**src/inc/ora_pkg.sv**
```systemverilog
// Package for the operand register addressing block
package ora_pkg;

  // ****************************************
  // Register file layout
  // ****************************************
  localparam int unsigned ORA_NUM_REGS = 8;
  localparam logic [2:0] ORA_REG_X = 3'h0;
  localparam logic [2:0] ORA_REG_A = 3'h1;
  localparam logic [2:0] ORA_REG_C = 3'h2;
  localparam logic [2:0] ORA_REG_B = 3'h3;
  localparam logic [2:0] ORA_REG_E = 3'h4;
  localparam logic [2:0] ORA_REG_D = 3'h5;
  localparam logic [2:0] ORA_REG_L = 3'h6;
  localparam logic [2:0] ORA_REG_H = 3'h7;
  localparam logic [1:0] ORA_PAIR_AX = 2'h0;
  localparam logic [1:0] ORA_PAIR_BC = 2'h1;
  localparam logic [1:0] ORA_PAIR_DE = 2'h2;
  localparam logic [1:0] ORA_PAIR_HL = 2'h3;
  localparam logic [7:0] ORA_REG_RESET = 8'h00;

  // ****************************************
  // Address windows
  // ****************************************
  localparam logic [15:0] ORA_SHORT_LO = 16'hFE20;
  localparam logic [15:0] ORA_SHORT_HI = 16'hFF1F;
  localparam logic [15:0] ORA_ABS_LO = 16'h0000;
  localparam logic [15:0] ORA_ABS_HI = 16'hFFFF;
  localparam logic [15:0] ORA_TABLE_LO = 16'h0040;
  localparam logic [15:0] ORA_TABLE_HI = 16'h007F;

  // ****************************************
  // Status word bit positions
  // ****************************************
  localparam int unsigned ORA_SW_CY = 0;
  localparam int unsigned ORA_SW_AC = 4;
  localparam int unsigned ORA_SW_Z = 6;
  localparam int unsigned ORA_SW_IE = 7;
  localparam logic [7:0] ORA_SW_RESET = 8'h00;

  // ****************************************
  // Types
  // ****************************************
  typedef enum logic [2:0] {
    ORA_FLAG_KEEP,
    ORA_FLAG_CLEAR,
    ORA_FLAG_SET,
    ORA_FLAG_RESULT,
    ORA_FLAG_RESTORE
  } ora_flag_op_t;

  typedef enum logic [1:0] {
    ORA_WR_NONE,
    ORA_WR_BYTE,
    ORA_WR_PAIR
  } ora_wr_kind_t;

  typedef struct packed {
    ora_wr_kind_t kind;
    logic [2:0] reg_sel;
    logic [1:0] pair_sel;
    logic [15:0] data;
  } ora_wr_t;

  typedef struct packed {
    ora_flag_op_t z_op;
    ora_flag_op_t ac_op;
    ora_flag_op_t cy_op;
    logic z_res;
    logic ac_res;
    logic cy_res;
    logic [7:0] saved;
    logic sw_load;
    logic [7:0] sw_data;
  } ora_flag_upd_t;

  typedef struct packed {
    logic [ORA_NUM_REGS-1:0][7:0] regs;
    logic [7:0] status_word;
  } ora_state_t;

endpackage

```
**src/design/ora_operand_decoder.sv**
```systemverilog
// Operand register addressing: register file, operand checks, status word
//
// Overview of operation
// - Byte codes 0..7 select X, A, C, B, E, D, L, H.
// - Pair codes 0..3 select AX, BC, DE, HL.
// - Short direct range FE20H..FF1FH; 16-bit form needs even address.
// - Absolute addresses span 0000H..FFFFH; even for 16-bit data moves.
// - Call table operand is an even address in 0040H..007FH.
// - Three-bit field selects one bit of the addressed byte.
// - Branch displacement is signed 8-bit, sign-extended for the PC add.
// - A is byte accumulator, AX word accumulator; A default destination.
// - Each pair's high and low bytes read and written separately.
// - Status word holds carry, aux carry, zero and irq enable flags.
// - Each of Z, AC, CY: keep, clear, set, from result, or restore.
//
// Our own choices: the address map and the plain strobed port.
`timescale 1ns/1ps
`default_nettype none

module ora_operand_decoder
  import ora_pkg::*;
(
  input wire logic ref_clk_in, // Core clock
  input wire logic nrst_in, // Async reset, active low
  input wire logic [2:0] reg_operand_in, // Byte register operand code
  input wire logic [1:0] pair_operand_in, // Pair operand code
  input wire ora_wr_t wr_in, // Register file write
  input wire logic dest_default_in, // Byte write goes to accumulator
  input wire ora_flag_upd_t flag_in, // Flag update request
  input wire logic [15:0] short_address_in, // Short direct address
  input wire logic short_word_in, // Short direct is 16-bit form
  input wire logic [15:0] absolute_address_in, // Absolute address
  input wire logic absolute_word_in, // Absolute is 16-bit transfer
  input wire logic [15:0] call_table_address_in, // Table call address
  input wire logic [2:0] bit_select_in, // Bit position field
  input wire logic [7:0] bit_byte_in, // Byte holding the bit
  input wire logic [7:0] branch_displacement_in, // Signed displacement
  input wire logic [15:0] pc_in, // Program counter
  output logic [7:0] reg_data_out, // Selected byte register
  output logic [15:0] pair_data_out, // Selected pair
  output logic [7:0] pair_high_out, // High byte of selected pair
  output logic [7:0] pair_low_out, // Low byte of selected pair
  output logic [7:0] accum_out, // Byte accumulator
  output logic [15:0] accum_word_out, // Word accumulator
  output logic [7:0] status_word_out, // Status word
  output logic carry_flag_out, // Carry flag
  output logic aux_carry_flag_out, // Aux carry flag
  output logic zero_flag_out, // Zero flag
  output logic irq_enable_flag_out, // Interrupt enable flag
  output logic short_ok_out, // Short direct address legal
  output logic absolute_ok_out, // Absolute address legal
  output logic call_table_ok_out, // Table call address legal
  output logic bit_value_out, // Selected bit
  output logic [7:0] bit_mask_out, // One-hot mask of selected bit
  output logic [15:0] branch_offset_out, // Sign-extended displacement
  output logic [15:0] branch_target_out // PC plus displacement
);

  // ****************************************
  // State
  // ****************************************
  ora_state_t state;
  ora_state_t next_state;

  // Pair code to register indices
  function automatic logic [2:0] pair_hi_idx(input logic [1:0] p);
    pair_hi_idx = {p, 1'b1};
  endfunction

  function automatic logic [2:0] pair_lo_idx(input logic [1:0] p);
    pair_lo_idx = {p, 1'b0};
  endfunction

  function automatic logic apply_flag(input ora_flag_op_t op, input logic cur,
                                      input logic res, input logic sav);
    case (op)
      ORA_FLAG_CLEAR: apply_flag = 1'b0;
      ORA_FLAG_SET: apply_flag = 1'b1;
      ORA_FLAG_RESULT: apply_flag = res;
      ORA_FLAG_RESTORE: apply_flag = sav;
      default: apply_flag = cur;
    endcase
  endfunction

  // ****************************************
  // Next state
  // ****************************************
  always_comb begin
    logic [2:0] dst;
    dst = dest_default_in ? ORA_REG_A : wr_in.reg_sel;
    next_state = state;
    case (wr_in.kind)
      ORA_WR_BYTE: begin
        next_state.regs[dst] = wr_in.data[7:0];
      end
      ORA_WR_PAIR: begin
        next_state.regs[pair_hi_idx(wr_in.pair_sel)] = wr_in.data[15:8];
        next_state.regs[pair_lo_idx(wr_in.pair_sel)] = wr_in.data[7:0];
      end
      default: begin
      end
    endcase
    if (flag_in.sw_load) begin
      next_state.status_word = flag_in.sw_data;
    end else begin
      next_state.status_word[ORA_SW_Z] = apply_flag(flag_in.z_op,
        state.status_word[ORA_SW_Z], flag_in.z_res, flag_in.saved[ORA_SW_Z]);
      next_state.status_word[ORA_SW_AC] = apply_flag(flag_in.ac_op,
        state.status_word[ORA_SW_AC], flag_in.ac_res, flag_in.saved[ORA_SW_AC]);
      next_state.status_word[ORA_SW_CY] = apply_flag(flag_in.cy_op,
        state.status_word[ORA_SW_CY], flag_in.cy_res, flag_in.saved[ORA_SW_CY]);
    end
  end

  always_ff @(posedge ref_clk_in or negedge nrst_in) begin
    if (!nrst_in) begin
      state.regs <= {ORA_NUM_REGS{ORA_REG_RESET}};
      state.status_word <= ORA_SW_RESET;
    end else begin
      state <= next_state;
    end
  end

  // ****************************************
  // Register reads
  // ****************************************
  always_comb begin
    reg_data_out = state.regs[reg_operand_in];
    pair_high_out = state.regs[pair_hi_idx(pair_operand_in)];
    pair_low_out = state.regs[pair_lo_idx(pair_operand_in)];
    pair_data_out = {pair_high_out, pair_low_out};
    accum_out = state.regs[ORA_REG_A];
    accum_word_out = {state.regs[ORA_REG_A], state.regs[ORA_REG_X]};
  end

  // ****************************************
  // Status word
  // ****************************************
  always_comb begin
    status_word_out = state.status_word;
    carry_flag_out = state.status_word[ORA_SW_CY];
    aux_carry_flag_out = state.status_word[ORA_SW_AC];
    zero_flag_out = state.status_word[ORA_SW_Z];
    irq_enable_flag_out = state.status_word[ORA_SW_IE];
  end

  // ****************************************
  // Operand checks and arithmetic
  // ****************************************
  always_comb begin
    short_ok_out = (short_address_in >= ORA_SHORT_LO) &&
                   (short_address_in <= ORA_SHORT_HI) &&
                   !(short_word_in && short_address_in[0]);
    absolute_ok_out = (absolute_address_in >= ORA_ABS_LO) &&
                      (absolute_address_in <= ORA_ABS_HI) &&
                      !(absolute_word_in && absolute_address_in[0]);
    call_table_ok_out = (call_table_address_in >= ORA_TABLE_LO) &&
                        (call_table_address_in <= ORA_TABLE_HI) &&
                        !call_table_address_in[0];
    bit_mask_out = 8'h01 << bit_select_in;
    bit_value_out = bit_byte_in[bit_select_in];
    branch_offset_out = {{8{branch_displacement_in[7]}}, branch_displacement_in};
    branch_target_out = pc_in + branch_offset_out;
  end

endmodule

`default_nettype wire

```
**config.mk**
```make
export PLATFORM = sky130hd
export DESIGN_NAME = ora_operand_decoder
export DESIGN_NICKNAME = d
export VERILOG_FILES = /design/src/inc/ora_pkg.sv /design/src/design/ora_operand_decoder.sv
export SDC_FILE = /design/constraint.sdc
export NUM_CORES = 1
export LEC_CHECK = 0
export BUFFER_PORTS_ARGS = -buffer_cell sky130_fd_sc_hd__buf_2
export CORE_MARGIN = 4
export CORE_UTILIZATION = 48
export DETAILED_ROUTE_END_ITERATION = 16
export PLACE_DENSITY = 0.82
export SLEW_MARGIN = 15
export SYNTH_ARGS = -nofsm -noshare
export SYNTH_HDL_FRONTEND = slang
export SYNTH_SLANG_ARGS = --single-unit
```
**constraint.sdc**
```tcl
create_clock -name ref_clk_in -period 2.9 [get_ports ref_clk_in]
set_input_delay 0.435 -clock ref_clk_in [delete_from_list [all_inputs] [get_ports ref_clk_in]]
set_output_delay 0.435 -clock ref_clk_in [all_outputs]
set_load 0.02 [all_outputs]
```
==> results.md <==
Run status:
- The flow ran to the end, and the final reports show no timing, DRC or antenna violations.

Global route:
- The first global-routing pass estimated 24.8 mm of wire.
- The largest net degree at the start of global routing is 46.
- The number of antenna violations at the first check in global routing was 0.
- The number of global-route vias before repair is 4908.
- The final global-route overflow total is 0.
- The aggregate global-route resource usage is 0.237.

Synthesis:
- The synthesized netlist net count is 672.
- The number of different library cells in the post-synthesis netlist is 50.
- The sequential fraction of the synthesis area is 0.323.
- Yosys attributes the largest share of cell area to dfrtp_1 (32%), mux2_2 (15%), mux4_2 (14%), buf_4 (8.6%), o22ai_1 (3.7%).
- The number of standard cells after synthesis is 510.
- The most repeated cell in the gate-level netlist after synthesis is mux2_2.
- Of all cell types, the one taking the most synthesized area is dfrtp_1.
- After synthesis, the most frequently instantiated cells are mux2_2 (76), dfrtp_1 (72), buf_4 (64).
- The share of Yosys cell area claimed by the top area cell type is 0.323.
- The register bit total from synthesis is 72.
- After synthesis, the share of flip-flops with an asynchronous set or reset is 1.00.
- The average cell area after synthesis is 10.9 um2.
- In this run, synthesis inferred 0 flip-flops with an integrated enable.
- The number of warnings reported in the yosys synthesis log is 0.
- The synthesized netlist occupies a cell area of 5580 um2.
- The primary flip-flop cell chosen by synthesis mapping is dfrtp_1.

Critical path:
- Tracing the worst setup path back leads to its startpoint at branch_displacement_in[0].
- The reg-to-reg startpoint is status_word_out[4].
- The arrival time at the worst endpoint is 2.37 ns.
- The top fanout value on the critical path is 3.
- The data required time of the critical path is 2.47 ns.
- STA classifies the critical path startpoint as a primary input.
- The worst setup path is captured at a primary output.
- The length in cells of the worst reg-to-reg path is 4.
- The critical path is of the primary input to primary output type.
- The endpoint identified for the worst register-to-register timing path is status_word_out[4].
- The reg-to-reg setup timing slack is 1.70 ns.

Floorplanning:
- The number of rows created at floorplan is 39.
- The I/O pin count is 265.
- The floorplan die area is 13400 um2.
- The vertical extent of the die is 116 um.
- The starting utilization of the core area is 0.488.
- The floorplan step set the die width to 116 um.
- The core region is 11400 um2.

Layout:
- After the last flow step, the layout net total stands at 841.
- The antenna cell count is 0.
- Compared with the post-synthesis result, the final layout area differs by 22.0%.
- The final cell count without fillers is 827.
- The fraction of layout instances using a drive strength above 1 is 0.563.

Clock network:
- After clock tree synthesis, the clock-pin slew on the worst setup and hold paths is 0.06 ns.
- The clock net in this run drives a total of 72 sinks.
- The TritonCTS clock tree is done.
- The cell sitting at the root of the clock tree is a clkbuf_16.
- The worst-case clock buffer depth is 2.
- The count of H-tree levels built during CTS is 3.
- Clock latency on the worst-skew pair, taken at its later pin, is 0.33 ns.
- Buffers inserted during clock tree synthesis total 9.

Timing:
- The setup TNS is 0 ns.
- The number of max-slew violations in the final report is 0.
- Of the available clock period, the critical path in the final layout requires 0.966.
- The final-report setup violation count is 0.
- The worst clock skew is 0 ns.
- At the pin with the least slew margin, the transition time is 0.720 ns.
- The tightest hold path in the finished design has a slack of 0.151 ns.
- The final count of hold timing violations is 0.
- The routed design could run at a clock period as short as 2.80 ns.
- The headroom to the max-slew limit is 0.520.
- The fmax is 357 MHz.

Route:
- The detail route stage leaves a number of antenna-violating nets equal to 0.
- The detailed-route wire length is 16.4 mm.
- The post-detailed-route via-to-cell ratio is 6.02.
- The routed layout has 4982 vias.
- For this block, the initial DRC count from the detailed router was 488.
- The first-pass detailed-route iteration total is 5.
- In the routed design, unresolved DRC markers number 0.
- After detailed routing, the average wire length per cell comes to 19.9 um.

Power and ir drop:
- The total power consumption of the routed design is 4.28 mW.
- The fraction of power consumed by sequential logic is 0.323.
- The part of the total power dissipated in combinational logic is 0.377.
- Summed over all nets, the switching power comes to 1.51 mW.
- The total internal power is 2.77 mW.
- Of the total power, the clock network draws 0.299.
- For this design the ratio of total power to cell area is 629 nW/um2.
- The switching part of the total is 0.353.
- Summed over all cells, the static leakage comes to 3.27 nW.
- VDD sags by at most 0.428 mV.

Placed design:
- The congestion estimate from routability-driven global placement came to 0.931.
- The cell count after placement is 811.
- The post-detailed-placement half-perimeter wirelength is 12.2 mm.
- The count of buffers added on input and output ports is 235.

Job:
- The tool flagged a number of max-cap violations equal to 0.

Min path:
- The type of the worst min-delay path is primary input to async pin.
-- metrics by stage --
step	setup slack, ns	instance area, um2	utilization
floorplan	0.0511	5580	-
global placement	0.0881	6450	0.565
detailed placement	0.0835	6450	0.565
CTS	0.0757	6790	0.595
global route	-0.00153	6800	0.596
finish	0.0980	6800	0.596
-- registers in the layout (all words and copies together), names as in the netlist --
signal and cells:
state 48, status_word_out 8, accum_word_out 8, accum_out 8
-- cell families after synthesis --
family                   share of synthesized area
flip-flops                                   0.323
multiplexers                                 0.302
AND/OR/NAND/NOR                             0.0929
buffers and inverters                        0.110
XOR/XNOR                                    0.0204
AO/OA/AOI/OAI                                0.111
adder cells (fa/ha/maj)                     0.0395
-- how the worst max path moves through the flow --
stage	to	slack, ns	cells after the start
final	branch_target_out[12]	0.1	9
after global routing	branch_target_out[12]	-0.002	9
after CTS	branch_target_out[8]	0.08	9
after detailed placement	branch_target_out[8]	0.08	9
after global placement	branch_target_out[8]	0.09	9
after floorplan	branch_target_out[12]	0.05	7
-- placed cells by master (no fill, tap or decap), types with 2 or more instances in the layout --
cell       Yosys  layout
nor3b_1        3       3
nor4_1         4       4
nor3_1         5       5
xnor2_1        7       7
o21bai_1       4       3
nor2_1        16      16
a211o_1        2       2
inv_6          0       2
nand4_1        3       3
buf_2          6     235
mux4_2        34      34
a21oi_1       19      18
nor2_4         3       3
and3_1         2       2
nand2b_1      11      11
clkbuf_16      0       9
ha_1          16      16
nor2b_1        6       6
o311ai_0       2       2
dfrtp_1       72      72
a31oi_1        2       2
bufinv_16      0       3
mux2i_1        2       2
mux2_2        76      76
inv_1          7       7
buf_4         64      11
nand2_1       33      33
o21ai_0       15      15
a21oi_2        5       6
nand3b_1       2       2
o22ai_1       33      33
xor2_1         6       6
mux2_1         4       4
o21a_1         3       3
nand3_1        7       7
-- repair_timing --
action | CTS | global route
hold buffers | 0 | 0
endpoints found under the setup margin | 0 | 3
gates resized for setup | 0 | 4
buffers inserted | 0 | 0
-- routing by layer --
| metal | wire [um] | part of all wire | global-route usage | up-vias |
|---|---|---|---|---|
| li1 | - | - | - | 2198 |
| met5 | 0 | 0 | 0 | - |
| met4 | 191 | 0.012 | 0.0572 | 0 |
| met1 | 6020 | 0.37 | 0.296 | 2467 |
| met3 | 1540 | 0.094 | 0.0433 | 24 |
| met2 | 8680 | 0.53 | 0.426 | 293 |
-- worst max-delay path: stages --
cell	delay, ns
buf_2	0.10
ha_1	0.22
fa_1	0.40
a211oi_2	0.26
o21bai_2	0.13
o211ai_2	0.25
mux2i_1	0.11
nor4bb_1	0.24
buf_2	0.20
-- power by group through the flow --
stage | logic (mW) | registers [mW] | clock network (mW)
final | 1.62 | 1.38 | 1.28
after global routing | 1.73 | 1.41 | 1.36
after CTS | 1.62 | 1.38 | 1.30
after detailed placement | 1.61 | 1.39 | 0
after global placement | 1.57 | 1.37 | 0
after floorplan | 1.30 | 1.33 | 0
-- area by class of cell --
cell class / instances / area (um2)
fill: 915 / 4610
inverter: 7 / 26.3
timing repair buffer: 247 / 1280
multi-input combinational: 342 / 3170
clock buffer: 10 / 229
tap: 143 / 179
clock inverter: 6 / 115
sequential: 72 / 1800
Note: power is estimated with default switching activity, not from simulation.
